<file path="config.mk">
export PLATFORM = sky130hd
export DESIGN_NAME = sdi_top
export DESIGN_NICKNAME = d
export VERILOG_FILES = /design/src/core/sdi_pkg.sv /design/src/core/sdi_top.sv
export VERILOG_INCLUDE_DIRS = /design/src /design/src/core
export SDC_FILE = /design/constraint.sdc
export NUM_CORES = 1
export LEC_CHECK = 0
export ABC_AREA = 0
export BUFFER_PORTS_ARGS = -buffer_cell sky130_fd_sc_hd__clkbuf_2
export CORE_ASPECT_RATIO = 1.1
export CORE_MARGIN = 5
export CORE_UTILIZATION = 32
export DETAILED_ROUTE_END_ITERATION = 6
export PLACE_DENSITY_LB_ADDON = 0.05
export SYNTH_ARGS = -nofsm -noshare
export SYNTH_HDL_FRONTEND = slang
export SYNTH_SLANG_ARGS = --single-unit
</file>
<file path="constraint.sdc">
create_clock -name clock -period 19.75 [get_ports clock]
set_input_delay 3.95 -clock clock [delete_from_list [all_inputs] [get_ports clock]]
set_output_delay 3.95 -clock clock [all_outputs]
set_load 0.01 [all_outputs]
</file>
<file path="src/core/sdi_consts.svh">
// Register map, fields, reset values and timing counts
`ifndef SDI_CONSTS_SVH
`define SDI_CONSTS_SVH

// Register byte offsets
`define SDI_OFS_CFG         8'h00
`define SDI_OFS_LEVEL       8'h04
`define SDI_OFS_FLAGS       8'h08
`define SDI_OFS_MASK        8'h0C
`define SDI_OFS_FALL_MASK   8'h10
`define SDI_OFS_STATUS      8'h14

// CFG fields
`define SDI_CFG_OVUV        0
`define SDI_CFG_MON_LO      1
`define SDI_CFG_MON_HI      6
`define SDI_CFG_CLKDET      7
`define SDI_CFG_SWRST       8

// LEVEL fields
`define SDI_LVL_B0BAND_LO   0
`define SDI_LVL_B1BAND_LO   2
`define SDI_LVL_UPNOM_LO    4
`define SDI_LVL_UPBAND_LO   6
`define SDI_LVL_ANANOM      8
`define SDI_LVL_ANBAND_LO   9
`define SDI_LVL_EANOM_LO    11
`define SDI_LVL_EBNOM_LO    15
`define SDI_LVL_EABAND_LO   19
`define SDI_LVL_EBBAND_LO   21

// Flag vector positions
`define SDI_F_DN_ILIM       0
`define SDI_F_UP_ILIM       2
`define SDI_F_DN_SC         3
`define SDI_F_UP_SC         5
`define SDI_F_TWARN         6
`define SDI_F_TSD           7
`define SDI_F_OVP           8
`define SDI_F_GOOD          9
`define SDI_F_SYNC          15
`define SDI_F_MEAS          16
`define SDI_F_RESET         17
`define SDI_F_GRP           18
`define SDI_NFLAG           18

// Reset values
`define SDI_CFG_RST         32'h0000_0000
`define SDI_LVL_RST         32'h0000_0000
`define SDI_MASK_RST        32'h0000_0000
`define SDI_FMASK_RST       32'h0000_0000
`define SDI_UNMASKABLE      18'h0_01B8

// Timing
`define SDI_CLK_MHZ         100
`define SDI_ILIM_DEB_US     20
`define SDI_SC_DEB_MS       1
`define SDI_ILIM_CYC        (`SDI_ILIM_DEB_US * `SDI_CLK_MHZ)
`define SDI_SC_CYC          (`SDI_SC_DEB_MS * 1000 * `SDI_CLK_MHZ)

// External nominal code width
`define SDI_EXT_NOM_W       4

`endif

</file>
<file path="src/core/sdi_pkg.sv">
// Types shared by the supply diagnostic block
`default_nettype none
package sdi_pkg;
    typedef enum logic [1:0] {
        SDI_IDLE = 2'b01,
        SDI_ANS  = 2'b10
    } sdi_bus_t;
    typedef enum logic [1:0] {
        SDI_ANA_4PCT  = 2'b00,
        SDI_ANA_5PCT  = 2'b01,
        SDI_ANA_10PCT = 2'b10
    } sdi_ana_band_t;
    typedef logic [1:0] sdi_band_t;
endpackage
`default_nettype wire

</file>
<file path="src/core/sdi_top.sv">
// Diagnostic flags, monitor setup and interrupt pin
//
// Chosen here: the Avalon-MM slave port and the register addresses.
`include "sdi_consts.svh"
`default_nettype none
module sdi_top #(
    parameter int ILIM_CYCLES = `SDI_ILIM_CYC,
    parameter int SC_CYCLES   = `SDI_SC_CYC,
    parameter int EXT_NOM_W   = `SDI_EXT_NOM_W
) (
    // Clock and reset
    input  wire logic                  clock,
    input  wire logic                  sys_rst,
    // Register bus
    input  wire logic [7:0]            avs_address,
    input  wire logic                  avs_read,
    input  wire logic                  avs_write,
    input  wire logic [31:0]           avs_writedata,
    input  wire logic [3:0]            avs_byteenable,
    output var  logic [31:0]           avs_readdata,
    output var  logic                  avs_waitrequest,
    // Comparator and detector pins
    input  wire logic [1:0]            step_down_ilim_in,
    input  wire logic                  step_up_ilim_in,
    input  wire logic [2:0]            short_in,
    input  wire logic                  thermal_warn_in,
    input  wire logic                  thermal_sd_in,
    input  wire logic                  supply_ov_in,
    input  wire logic [5:0]            rail_under_in,
    input  wire logic [5:0]            rail_over_in,
    input  wire logic                  sync_clk_present_in,
    input  wire logic                  uvlo_in,
    // Same-clock inputs from converter control and measurement
    input  wire logic [2:0]            conv_enabled,
    input  wire logic                  meas_done,
    // Interrupt and safe-state outputs
    output var  logic                  irq_out_n,
    output var  logic [2:0]            conv_short_off,
    output var  logic                  all_conv_off,
    output var  logic                  gpo_force_low,
    output var  logic                  device_restart,
    // Monitor configuration to comparators
    output var  logic                  ov_uv_select,
    output var  logic [5:0]            monitor_enable_reg,
    output var  sdi_pkg::sdi_band_t    step_down_band_sel_0,
    output var  sdi_pkg::sdi_band_t    step_down_band_sel_1,
    output var  logic [1:0]            step_up_nominal_sel,
    output var  sdi_pkg::sdi_band_t    step_up_band_sel,
    output var  logic                  analog_supply_nominal_sel,
    output var  sdi_pkg::sdi_ana_band_t analog_supply_band_sel,
    output var  logic [EXT_NOM_W-1:0]  ext_monitor_nominal_sel_a,
    output var  logic [EXT_NOM_W-1:0]  ext_monitor_nominal_sel_b,
    output var  sdi_pkg::sdi_band_t    ext_monitor_band_sel_a,
    output var  sdi_pkg::sdi_band_t    ext_monitor_band_sel_b
);
    import sdi_pkg::*;

    localparam int SW  = 23;
    localparam int NF  = `SDI_NFLAG;
    localparam int ICW = $clog2(ILIM_CYCLES + 1);
    localparam int SCW = $clog2(SC_CYCLES + 1);

    // Pin synchronisers: two flops per bit, only the second is read
    wire  [SW-1:0] raw_in;
    logic [SW-1:0] meta_r;
    logic [SW-1:0] sync_r;
    assign raw_in = {uvlo_in, sync_clk_present_in, rail_over_in, rail_under_in,
                     supply_ov_in, thermal_sd_in, thermal_warn_in, short_in,
                     step_up_ilim_in, step_down_ilim_in};

    genvar gi;
    generate
        for (gi = 0; gi < SW; gi++) begin : g_sync
            always_ff @(posedge clock or posedge sys_rst) begin
                if (sys_rst) begin
                    meta_r[gi] <= 1'b0;
                    sync_r[gi] <= 1'b0;
                end else begin
                    meta_r[gi] <= raw_in[gi];
                    sync_r[gi] <= meta_r[gi];
                end
            end
        end
    endgenerate

    wire [1:0] dn_ilim_s = sync_r[1:0];
    wire       up_ilim_s = sync_r[2];
    wire [2:0] short_s   = sync_r[5:3];
    wire       twarn_s   = sync_r[6];
    wire       tsd_s     = sync_r[7];
    wire       ovp_s     = sync_r[8];
    wire [5:0] under_s   = sync_r[14:9];
    wire [5:0] over_s    = sync_r[20:15];
    wire       clk_s     = sync_r[21];
    wire       uvlo_s    = sync_r[22];

    // Registers
    logic [31:0]   cfg_r;
    logic [31:0]   lvl_r;
    logic [31:0]   mask_r;
    logic [31:0]   fmask_r;
    logic [NF-1:0] flags_r;
    logic [NF-1:0] flags_nxt;
    logic          soft_rst_r;
    logic          uvlo_prev_r;
    logic          clk_prev_r;
    logic [1:0]    dn_ilim_db_r;
    logic          up_ilim_prev_r;
    logic [1:0]    dn_ilim_prev_r;
    logic [2:0]    sc_hit_r;
    logic          twarn_prev_r;
    logic          tsd_prev_r;
    logic          ovp_prev_r;
    logic [5:0]    good_prev_r;
    logic [5:0]    rise_dir_r;
    sdi_bus_t      bus_r;
    sdi_bus_t      bus_nxt;

    // Bus decode
    wire        bus_req   = avs_read | avs_write;
    wire        bus_take  = (bus_r == SDI_ANS) & bus_req;
    wire        wr_go     = bus_take & avs_write;
    wire [31:0] wmask     = {{8{avs_byteenable[3]}}, {8{avs_byteenable[2]}},
                             {8{avs_byteenable[1]}}, {8{avs_byteenable[0]}}};
    wire [31:0] wdm       = avs_writedata & wmask;
    wire        hit_cfg   = avs_address == `SDI_OFS_CFG;
    wire        hit_lvl   = avs_address == `SDI_OFS_LEVEL;
    wire        hit_flags = avs_address == `SDI_OFS_FLAGS;
    wire        hit_mask  = avs_address == `SDI_OFS_MASK;
    wire        hit_fmask = avs_address == `SDI_OFS_FALL_MASK;
    wire        hit_stat  = avs_address == `SDI_OFS_STATUS;

    // Lockout or software reset restores defaults
    wire regs_clear = uvlo_s | soft_rst_r;
    wire sw_rst_req = wr_go & hit_cfg & wdm[`SDI_CFG_SWRST];

    // Step-down current limit debounce
    logic [ICW-1:0] ilim_cnt_r [2];
    generate
        for (gi = 0; gi < 2; gi++) begin : g_ilim
            always_ff @(posedge clock or posedge sys_rst) begin
                if (sys_rst) begin
                    ilim_cnt_r[gi]   <= '0;
                    dn_ilim_db_r[gi] <= 1'b0;
                end else if (!dn_ilim_s[gi]) begin
                    ilim_cnt_r[gi]   <= '0;
                    dn_ilim_db_r[gi] <= 1'b0;
                end else if (ilim_cnt_r[gi] == ICW'(ILIM_CYCLES - 1)) begin
                    dn_ilim_db_r[gi] <= 1'b1;
                end else begin
                    ilim_cnt_r[gi] <= ilim_cnt_r[gi] + 1'b1;
                end
            end
        end
    endgenerate

    // Short: detector high for the whole window while enabled
    logic [SCW-1:0] sc_cnt_r [3];
    wire  [2:0]     sc_evt;
    generate
        for (gi = 0; gi < 3; gi++) begin : g_sc
            assign sc_evt[gi] = (sc_cnt_r[gi] == SCW'(SC_CYCLES - 1)) & ~sc_hit_r[gi];
            always_ff @(posedge clock or posedge sys_rst) begin
                if (sys_rst) begin
                    sc_cnt_r[gi] <= '0;
                    sc_hit_r[gi] <= 1'b0;
                end else if (!(short_s[gi] && conv_enabled[gi])) begin
                    sc_cnt_r[gi] <= '0;
                    sc_hit_r[gi] <= 1'b0;
                end else if (sc_cnt_r[gi] == SCW'(SC_CYCLES - 1)) begin
                    sc_hit_r[gi] <= 1'b1;
                end else begin
                    sc_cnt_r[gi] <= sc_cnt_r[gi] + 1'b1;
                end
            end
        end
    endgenerate

    // Rail validity and edges
    wire [5:0] mon_en    = cfg_r[`SDI_CFG_MON_HI:`SDI_CFG_MON_LO];
    wire [5:0] rail_act  = mon_en & {3'b111, conv_enabled};
    wire [5:0] rail_ok   = ~under_s & ~(over_s & {6{cfg_r[`SDI_CFG_OVUV]}});
    wire [5:0] good_edge = rail_act & (rail_ok ^ good_prev_r);
    wire [5:0] good_live = rail_act & rail_ok;

    // Event sources
    wire [NF-1:0] set_evt;
    assign set_evt[1:0]  = dn_ilim_db_r & ~dn_ilim_prev_r;
    assign set_evt[2]    = up_ilim_s & ~up_ilim_prev_r;
    assign set_evt[5:3]  = sc_evt;
    assign set_evt[6]    = twarn_s & ~twarn_prev_r;
    assign set_evt[7]    = tsd_s & ~tsd_prev_r;
    assign set_evt[8]    = ovp_s & ~ovp_prev_r;
    assign set_evt[14:9] = good_edge;
    assign set_evt[15]   = cfg_r[`SDI_CFG_CLKDET] & (clk_s ^ clk_prev_r);
    assign set_evt[16]   = meas_done;
    assign set_evt[17]   = (uvlo_prev_r & ~uvlo_s) | soft_rst_r;

    // Clears of limit, thermal and overvoltage flags refused while the cause holds
    wire [NF-1:0] hold_cond = {9'h000, ovp_s, tsd_s, twarn_s, 3'b000,
                               up_ilim_s, dn_ilim_db_r};
    wire [NF-1:0] clr_req   = (wr_go & hit_flags) ? wdm[NF-1:0] : '0;
    wire [NF-1:0] clr_eff   = clr_req & ~hold_cond;

    always_comb begin
        if (regs_clear) begin
            flags_nxt = set_evt & NF'(1 << `SDI_F_RESET);
        end else begin
            flags_nxt = set_evt | (flags_r & ~clr_eff);
        end
    end

    // Interrupt enables; rails use the mask of their last edge
    wire [5:0]    rail_en = (rise_dir_r & ~mask_r[14:9]) | (~rise_dir_r & ~fmask_r[5:0]);
    wire [NF-1:0] irq_en  = (~mask_r[NF-1:0] & ~NF'(32'h0000_7E00)) | `SDI_UNMASKABLE
                            | {3'b000, rail_en, 9'h000};
    wire          irq_any = |(flags_r & irq_en);

    // Group flags and read mux
    wire grp_dn   = |{flags_r[1:0], flags_r[4:3], flags_r[10:9]};
    wire grp_up   = |{flags_r[2], flags_r[5], flags_r[11]};
    wire grp_diag = |flags_r[14:12];
    wire [31:0] stat_word = {16'h0000, clk_s, good_live, ovp_s, tsd_s, twarn_s,
                             short_s, up_ilim_s, dn_ilim_db_r};
    wire [31:0] rd_mux =
        hit_cfg   ? (cfg_r & 32'h0000_00FF) :
        hit_lvl   ? lvl_r :
        hit_flags ? {11'h000, grp_diag, grp_up, grp_dn, flags_r} :
        hit_mask  ? mask_r :
        hit_fmask ? fmask_r :
        hit_stat  ? stat_word : 32'h0000_0000;

    // Bus handshake: one wait cycle
    always_comb begin
        unique case (bus_r)
            SDI_IDLE: bus_nxt = bus_req ? SDI_ANS : SDI_IDLE;
            SDI_ANS:  bus_nxt = SDI_IDLE;
            default:  bus_nxt = SDI_IDLE;
        endcase
    end

    always_ff @(posedge clock or posedge sys_rst) begin
        if (sys_rst) begin
            bus_r           <= SDI_IDLE;
            avs_waitrequest <= 1'b1;
            avs_readdata    <= 32'h0000_0000;
        end else begin
            bus_r           <= bus_nxt;
            avs_waitrequest <= ~((bus_r == SDI_IDLE) & bus_req);
            if ((bus_r == SDI_IDLE) && avs_read) begin
                avs_readdata <= rd_mux;
            end
        end
    end

    // Configuration registers
    always_ff @(posedge clock or posedge sys_rst) begin
        if (sys_rst) begin
            cfg_r   <= `SDI_CFG_RST;
            lvl_r   <= `SDI_LVL_RST;
            mask_r  <= `SDI_MASK_RST;
            fmask_r <= `SDI_FMASK_RST;
        end else if (regs_clear) begin
            cfg_r   <= `SDI_CFG_RST;
            lvl_r   <= `SDI_LVL_RST;
            mask_r  <= `SDI_MASK_RST;
            fmask_r <= `SDI_FMASK_RST;
        end else if (wr_go) begin
            if (hit_cfg) cfg_r <= ((cfg_r & ~wmask) | wdm) & 32'h0000_00FF;
            if (hit_lvl) lvl_r <= ((lvl_r & ~wmask) | wdm) & 32'h007F_FFFF;
            if (hit_mask) mask_r <= ((mask_r & ~wmask) | wdm) & 32'h0003_FE47;
            if (hit_fmask) fmask_r <= ((fmask_r & ~wmask) | wdm) & 32'h0000_003F;
        end
    end

    // Flags and edge history
    always_ff @(posedge clock or posedge sys_rst) begin
        if (sys_rst) begin
            flags_r        <= '0;
            soft_rst_r     <= 1'b0;
            uvlo_prev_r    <= 1'b0;
            clk_prev_r     <= 1'b0;
            dn_ilim_prev_r <= 2'b00;
            up_ilim_prev_r <= 1'b0;
            twarn_prev_r   <= 1'b0;
            tsd_prev_r     <= 1'b0;
            ovp_prev_r     <= 1'b0;
            good_prev_r    <= 6'h00;
            rise_dir_r     <= 6'h00;
        end else begin
            flags_r        <= flags_nxt;
            soft_rst_r     <= sw_rst_req;
            uvlo_prev_r    <= uvlo_s;
            clk_prev_r     <= clk_s;
            dn_ilim_prev_r <= dn_ilim_db_r;
            up_ilim_prev_r <= up_ilim_s;
            twarn_prev_r   <= twarn_s;
            tsd_prev_r     <= tsd_s;
            ovp_prev_r     <= ovp_s;
            // Inactive rails track silently so enabling raises no false edge
            good_prev_r    <= rail_ok;
            rise_dir_r     <= (rise_dir_r & ~good_edge) | (rail_ok & good_edge);
        end
    end

    // Outputs
    always_ff @(posedge clock or posedge sys_rst) begin
        if (sys_rst) begin
            irq_out_n      <= 1'b1;
            conv_short_off <= 3'b000;
            all_conv_off   <= 1'b0;
            gpo_force_low  <= 1'b0;
            device_restart <= 1'b0;
        end else begin
            irq_out_n      <= ~irq_any;
            conv_short_off <= flags_nxt[5:3];
            all_conv_off   <= flags_nxt[7] | flags_nxt[8] | regs_clear;
            gpo_force_low  <= flags_nxt[7] | flags_nxt[8] | regs_clear;
            device_restart <= regs_clear;
        end
    end

    // Comparator configuration
    always_ff @(posedge clock or posedge sys_rst) begin
        if (sys_rst) begin
            ov_uv_select              <= 1'b0;
            monitor_enable_reg        <= 6'h00;
            step_down_band_sel_0      <= 2'b00;
            step_down_band_sel_1      <= 2'b00;
            step_up_nominal_sel       <= 2'b00;
            step_up_band_sel          <= 2'b00;
            analog_supply_nominal_sel <= 1'b0;
            analog_supply_band_sel    <= SDI_ANA_4PCT;
            ext_monitor_nominal_sel_a <= '0;
            ext_monitor_nominal_sel_b <= '0;
            ext_monitor_band_sel_a    <= 2'b00;
            ext_monitor_band_sel_b    <= 2'b00;
        end else begin
            ov_uv_select              <= cfg_r[`SDI_CFG_OVUV];
            monitor_enable_reg        <= rail_act;
            step_down_band_sel_0      <= lvl_r[`SDI_LVL_B0BAND_LO +: 2];
            step_down_band_sel_1      <= lvl_r[`SDI_LVL_B1BAND_LO +: 2];
            step_up_nominal_sel       <= lvl_r[`SDI_LVL_UPNOM_LO +: 2];
            step_up_band_sel          <= lvl_r[`SDI_LVL_UPBAND_LO +: 2];
            analog_supply_nominal_sel <= lvl_r[`SDI_LVL_ANANOM];
            // Reserved code 3 falls back to the widest band
            analog_supply_band_sel    <= (lvl_r[`SDI_LVL_ANBAND_LO +: 2] == 2'b11) ?
                                         SDI_ANA_10PCT :
                                         sdi_ana_band_t'(lvl_r[`SDI_LVL_ANBAND_LO +: 2]);
            ext_monitor_nominal_sel_a <= lvl_r[`SDI_LVL_EANOM_LO +: EXT_NOM_W];
            ext_monitor_nominal_sel_b <= lvl_r[`SDI_LVL_EBNOM_LO +: EXT_NOM_W];
            ext_monitor_band_sel_a    <= lvl_r[`SDI_LVL_EABAND_LO +: 2];
            ext_monitor_band_sel_b    <= lvl_r[`SDI_LVL_EBBAND_LO +: 2];
        end
    end

endmodule
`default_nettype wire

</file>
# Word-level counts from Yosys, hierarchy flattened
# Index checks and enable logic that the tools add are counted.
classes:
  n_reduce_logical: 18
  add_sub_neg: 5
  n_shift: 0
  div: 0
  magnitude_cmp: 0
  muxes: 43
  bitwise: 69
  eq_ne: 23
  mul: 0
op_table:
  columns: ["cell", "n"]
  rows:
  - ["32-bit 2-to-1 mux", 14]
  - ["17-bit 2-to-1 mux", 6]
  - ["18-bit bitwise AND", 4]
  - ["6-bit bitwise AND", 10]
  - ["17-bit by 1-bit adder with 17-bit output (second input constant)", 3]
  - ["17-bit == test (second input constant)", 3]
  - ["23-bit bitwise AND", 2]
  - ["11-bit 2-to-1 mux", 4]
  - ["18-bit 2-to-1 mux", 2]
  - ["18-bit inverter", 2]
  - ["6-bit inverter", 6]
  - ["18-bit bitwise OR", 2]
  - ["8-bit 2-to-1 mux", 3]
  - ["23-bit inverter", 1]
  - ["23-bit bitwise OR", 1]
  - ["11-bit by 1-bit adder with 11-bit output (second input constant)", 2]
  - ["11-bit == test (second input constant)", 2]
  - ["9-bit inverter with 18-bit output", 1]
  - ["18-bit by 15-bit bitwise OR with 18-bit output", 1]
  - ["6-bit bitwise OR", 3]
  - ["18-bit OR reduction", 1]
  - ["8-bit by 4-bit == test with 1-bit output (second input constant)", 2]
  - ["8-bit by 5-bit == test with 1-bit output (second input constant)", 2]
  - ["16-bit 2-to-1 mux", 1]
  - ["22 further kinds", 80]
word_totals:
  ramBits: 0
  out_inout_bits: 70
  latchBits: 0
  reg_bits: 338
  memories: 0
  wordCells: 248
  mem_bits_ro: 0
  in_bits: 75

# Depth between registers and ports, before layout
logic_depth:
  word_depth: 12
  depth_mapped: 7
  ltp_nobuf: 6

# Least setup slack after synthesis
# Ideal clock, no wire load.
synth_timing:
  kind: "input port to flip-flop"
  start: "input avs_address[4]"
  end: "register avs_readdata[0]"
  setup_time_ns: 0.139
  path_buffers: 1
  required_time_ns: 19.611
  slack_ns: 14.079
  cell_stages: 6
  arrival_time_ns: 5.532
  path_cell_list: "or4_4 > or4_1 > buf_2 > or3_1 > o21ai_0 > a31oi_1"
synth_between:
  elab_chain_len: 7
  word_cells_on_any_way: 12
  classes_between: "5 x eq/ne; 6 x mux; 1 x reduce/logical"
synth_lines:
  columns: ["item", "line_no", "source"]
  rows:
  - ["start: declaration", "sdi_top.sv:15", "input wire logic [7:0] avs_address,"]
  - ["8-bit by 5-bit == test with 1-bit output (no line)", null, null]
  - ["16-bit 2-to-1 mux", "sdi_top.sv:231", "hit_stat ? stat_word : 32'h0000_0000;"]
  - ["32-bit 2-to-1 mux", "sdi_top.sv:230", "hit_fmask ? fmask_r :"]
  - ["32-bit 2-to-1 mux", "sdi_top.sv:229", "hit_mask ? mask_r :"]
  - ["32-bit 2-to-1 mux", "sdi_top.sv:228", "hit_flags ? {11'h000, grp_diag, grp_up, grp_dn, flags_r} :"]
  - ["32-bit 2-to-1 mux", "sdi_top.sv:227", "hit_lvl ? lvl_r :"]
  - ["32-bit 2-to-1 mux *", "sdi_top.sv:226", "hit_cfg ? (cfg_r & 32'h0000_00FF) :"]
  - ["end signal: assignment", "sdi_top.sv:251", "avs_readdata <= rd_mux;"]
  - ["end: declaration", "sdi_top.sv:20", "output var logic [31:0] avs_readdata,"]
# Mark *: on every way between the ends. The rest lies on a longest branch, timed or not.
# A chain may end at the register's enable or synchronous reset.

# Worst setup path after layout
layout_timing:
  start: "input avs_address[4]"
  end: "register flags_r[10]"
layout_between:
  elab_chain_len: 8
layout_lines:
  columns: ["item", "line_no", "source"]
  rows:
  - ["8-bit by 4-bit == test with 1-bit output (no line)", null, null]
  - ["1-bit bitwise AND", "sdi_top.sv:202", "wire [NF-1:0] clr_req = (wr_go & hit_flags) ? wdm[NF-1:0] : '0;"]
  - ["18-bit 2-to-1 mux", "sdi_top.sv:202", null]
  - ["18-bit bitwise AND", "sdi_top.sv:203", "wire [NF-1:0] clr_eff = clr_req & ~hold_cond;"]
  - ["18-bit inverter", "sdi_top.sv:209", "flags_nxt = set_evt | (flags_r & ~clr_eff);"]
  - ["18-bit bitwise AND", "sdi_top.sv:209", null]
  - ["18-bit bitwise OR", "sdi_top.sv:209", null]
  - ["18-bit 2-to-1 mux", "sdi_top.sv:206", "if (regs_clear) begin"]
  - ["via flags_nxt[10]", "sdi_top.sv:103", "logic [NF-1:0] flags_nxt;"]
  - ["end signal: assignment", "sdi_top.sv:291", "flags_r <= flags_nxt;"]
  - ["end: declaration", "sdi_top.sv:102", "logic [NF-1:0] flags_r;"]
# The timed path passes the listed nets, and every way through them passes these cells.

==> metrics.txt <==
# TYPE chip_impl_metric gauge
chip_impl_metric{name="first_iter_violations",unit=""} 458
chip_impl_metric{name="effective_utilization_at_floorplan",unit="%"} 32.4
chip_impl_metric{name="num_vias",unit=""} 8473
chip_impl_info{name="crit_path_cell_trace",value="clkbuf_2, or4_4, nor3_2, nand3_1, o21ai_0, a21oi_1"} 1
chip_impl_metric{name="numPortBuffers",unit=""} 125
chip_impl_metric{name="layout.filler_cells",unit=""} 3524
chip_impl_metric{name="fin_area",unit="um^2"} 13700
chip_impl_metric{name="tritonroute_pass_1_iters",unit=""} 4
chip_impl_info{name="layout_common_cells",value="dfrtp_1, nand2_1, clkbuf_2"} 1
chip_impl_metric{name="cts_resized",unit=""} 0
chip_impl_metric{name="internal_power",unit="uW"} 1000
chip_impl_metric{name="post-route-period-util",unit="%"} 29.6
chip_impl_metric{name="synth-warning-count",unit=""} 0
chip_impl_metric{name="slowest_delay",unit="ns"} 0.67
chip_impl_metric{name="total_leakage_power",unit="uW"} 0.00606
chip_impl_metric{name="syn_inst",unit=""} 1105
chip_impl_info{name="outcome",value="finished, final reports clean"} 1
chip_impl_metric{name="ys_async_sr_fraction",unit="%"} 100
chip_impl_metric{name="worstHoldPathCells",unit=""} 0
chip_impl_metric{name="post-layout-total-power",unit="uW"} 1320
chip_impl_metric{name="largest_register_ff_count",unit=""} 51
chip_impl_metric{name="number_of_enable_type_register_cells_in_the_synthesized_netlist",unit=""} 0
chip_impl_metric{name="power.share.clock",unit="%"} 48.8
chip_impl_metric{name="cts_max_path_buffers",unit=""} 3
chip_impl_metric{name="peakVddDrop",unit="mV"} 0.0712
chip_impl_metric{name="finish.net_count",unit=""} 1309
chip_impl_metric{name="initial_antenna_violation_count",unit=""} 3
chip_impl_info{name="layout.cells.most_common",value="dfrtp_1"} 1
chip_impl_metric{name="detail_route.wl_per_cell",unit="um"} 18.5
chip_impl_info{name="critical_path.startpoint_type",value="primary input"} 1
chip_impl_metric{name="critical_path_peak_fanout",unit=""} 10
chip_impl_info{name="hold_path.class",value="flip-flop to flip-flop"} 1
chip_impl_metric{name="core.rowCount",unit=""} 72
chip_impl_metric{name="setup.reg_to_reg.worst_slack",unit="ns"} 17.47
chip_impl_metric{name="via_per_inst",unit=""} 4.88
chip_impl_metric{name="routed_wl",unit="um"} 32100
chip_impl_metric{name="total_switching_power",unit="uW"} 314
chip_impl_info{name="rsz_0062_raised_after_global_routing",value="no"} 1
chip_impl_metric{name="finClkSkew",unit="ns"} 0.0153
chip_impl_info{name="rr_startpoint",value="bus_r[0]"} 1
chip_impl_metric{name="timing.final.setup_violations",unit=""} 0
chip_impl_metric{name="die_area",unit="um^2"} 39500
chip_impl_metric{name="gpl.final_weighted_congestion",unit=""} 0.777
chip_impl_info{name="critical_path.reg2reg.endpoint",value="flags_r[10]"} 1
chip_impl_metric{name="htree_num_levels",unit=""} 1
chip_impl_metric{name="dp_hpwl",unit="um"} 21900
chip_impl_metric{name="crit_arrival",unit="ns"} 6.28
chip_impl_metric{name="synth_top_cell_area_share",unit="%"} 59.0
chip_impl_metric{name="grt_pass1_vias",unit=""} 8639
chip_impl_metric{name="area_growth",unit="%"} 19.7
chip_impl_metric{name="die_w",unit="um"} 190
chip_impl_metric{name="final_antenna_net_count",unit=""} 0
chip_impl_metric{name="grtUsageTotal",unit="%"} 16.1
chip_impl_info{name="capturing_element_type_of_the_critical_path",value="flip-flop"} 1
chip_impl_info{name="tritoncts",value="done"} 1
chip_impl_metric{name="yosysUniqueCellTypes",unit=""} 55
chip_impl_metric{name="antenna-diode-count",unit=""} 0
chip_impl_metric{name="tns",unit="ns"} 0
chip_impl_metric{name="grt_max_degree",unit=""} 129
chip_impl_info{name="postSynth.topFlopCell",value="dfrtp_1"} 1
chip_impl_info{name="clk_root_buffer_cell",value="clkbuf_16"} 1
chip_impl_metric{name="finalMaxSlewViolations",unit=""} 0
chip_impl_metric{name="worstMarginPinSlew",unit="ns"} 1.03
chip_impl_info{name="hold_end",value="ovp_s"} 1
chip_impl_metric{name="final-hold-violation-count",unit=""} 0
chip_impl_info{name="synth_top_cells_by_area",value="dfrtp_1, nand2_1, a21oi_1"} 1
chip_impl_metric{name="fp.dieH",unit="um"} 208
chip_impl_info{name="path_class",value="primary input to flip-flop"} 1
chip_impl_metric{name="p_seq_share",unit="%"} 44.7
chip_impl_metric{name="max-slew-margin-rel",unit="%"} 30.6
chip_impl_metric{name="drc_errors",unit=""} 0
chip_impl_metric{name="wire_length_of_the_first_global_routing_pass",unit="um"} 50900
chip_impl_metric{name="max_cap_viol_count",unit=""} 0
chip_impl_metric{name="min_period",unit="ns"} 5.85
chip_impl_metric{name="critPathBufInv",unit=""} 1
chip_impl_info{name="synth_top_area_cell",value="dfrtp_1"} 1
chip_impl_metric{name="globalRouteOverflowTotal",unit=""} 0
chip_impl_metric{name="cellPowerDensity",unit="nW/um^2"} 96.5
chip_impl_metric{name="cts_inserted_buffers",unit=""} 31
chip_impl_metric{name="power_switching_share",unit="%"} 23.8
chip_impl_metric{name="count_of_state_elements_after_synthesis",unit=""} 272
chip_impl_metric{name="mean_instance_size_in_the_synthesized_netlist",unit="um^2"} 10.3
chip_impl_metric{name="required",unit="ns"} 20.18
chip_impl_metric{name="clock_sinks",unit=""} 272
chip_impl_metric{name="comb_power_share",unit="%"} 6.5
chip_impl_info{name="crit_slowest_cell",value="nor3_2"} 1
chip_impl_metric{name="num_io_pins",unit=""} 145
chip_impl_metric{name="core-area",unit="um^2"} 35200
chip_impl_metric{name="clk-insertion-delay-late",unit="ns"} 0.57
chip_impl_info{name="registers.top_by_ff_count",value="sc_cnt_r"} 1
chip_impl_metric{name="drive_gt1_share",unit="%"} 16.5
chip_impl_info{name="gate_family_responsible_for_the_most_delay_along_the_worst_path",value="simple AND/OR/NAND/NOR gates"} 1
chip_impl_metric{name="r2r_cells",unit=""} 5
chip_impl_metric{name="number_of_hold_buffers_added_after_cts",unit=""} 0
chip_impl_metric{name="seq_area_frac_synth",unit="%"} 59.7
chip_impl_metric{name="post_cts_setup_buffer_count",unit=""} 0
chip_impl_metric{name="final_util",unit="%"} 38.8
chip_impl_info{name="min-delay-start",value="meta_r[8]"} 1
chip_impl_metric{name="max_clock_freq",unit="MHz"} 171
chip_impl_metric{name="post_synth_instance_area",unit="um^2"} 11400
chip_impl_metric{name="placement.cell_area",unit="um^2"} 12500
chip_impl_metric{name="clkSlewWorstSetupHoldPaths",unit="ns"} 0.06
-- metrics by stage --
| stage | hold slack (ns) | worst slack [ns] | std cells |
|---|---|---|---|
| 6_report | 0.346 | 13.90 | 1735 |
| 5_1_grt | 0.352 | 13.80 | 1735 |
| 4_1_cts | 0.348 | 13.92 | 1735 |
| 3_5_place_dp | 0.335 | 13.32 | 1677 |
| 3_3_place_gp | 0.333 | 13.38 | 1677 |
| 2_1_floorplan | 0.331 | 8.31 | 1113 |
-- synth_stat cells, types with 3 or more instances --
master,count
a211oi_1,4
a21boi_0,3
a21oi_1,101
a221o_1,5
a221oi_1,4
a22oi_1,4
a31oi_1,13
and2_1,21
and3_1,15
and4_1,4
buf_1,3
buf_2,4
buf_4,13
clkbuf_1,30
dfrtp_1,269
dfstp_2,3
ha_1,5
inv_1,33
mux2i_1,21
nand2_1,153
nand2b_1,9
nand3_1,37
nand3b_1,3
nand4_1,23
nor2_1,103
nor2b_1,15
nor3_1,10
nor3_2,4
nor4_1,6
nor4b_1,5
nor4bb_1,6
o21ai_0,71
o22ai_1,4
or2_2,3
or3_1,12
xnor2_1,21
xor2_1,40
-- kinds of logic (layout without fill, tap and decap cells) --
logic type	after synthesis	count (layout)	share of synthesized area, %
and+or+nand+nor	438	438	18.9
DFF	272	272	59.7
AOI/OAI and AO/OA	224	224	11.1
buffers and inverters	83	224	3.20
xor gates and xnor gates	61	61	4.68
muxes	21	21	1.84
adders and majority gates	5	5	0.548
other	1	9	0.0329
-- worst register-to-register path, stage by stage (launching register included) --
cell and delay [ns]:
dfstp_2 0.36, nand3b_1 0.21, nor3_2 0.61, nand3_1 0.51
o21ai_0 0.36, a21oi_1 0.10
-- worst max-delay path by stage --
stage               slack [ns]  depth (start not counted)               end            from
floorplan                 8.31                          1         async pin         sys_rst
global placement         13.38                          6  avs_readdata[18]  avs_address[4]
detailed placement       13.32                          6       flags_r[10]  avs_address[4]
CTS                      13.92                          6       flags_r[10]  avs_address[4]
global route             13.80                          6       flags_r[10]  avs_address[4]
finish                   13.90                          6       flags_r[10]  avs_address[4]
-- cell type report --
class | count | area, um^2 | share of cell area (%)
inverter | 33 | 131 | 0.962
clock inverter | 19 | 298 | 2.18
sequential | 272 | 6810 | 49.9
clock buffer | 39 | 866 | 6.34
multi-input combinational | 758 | 4270 | 31.2
tap | 481 | 602 | 4.41
timing repair buffer | 133 | 686 | 5.02
-- power groups by stage --
stage	Sequential, uW	Combinational, uW	Clock (uW)
CTS	590	88.3	662
global route	591	96.4	684
detailed placement	600	88.0	0
global placement	600	87.7	0
finish	589	85.6	643
floorplan	598	47.9	0
-- layer usage --
layer	routed length, um	share of wire, %	GRT usage [%]	up-vias
li1	-	-	-	4046
met1	14500	45	21.7	4191
met2	15200	47	26.3	167
met3	1510	4.7	3.07	63
met4	908	2.8	5.11	6
met5	39	0.12	0	-
No activity file was read; power rests on OpenSTA's default activity.
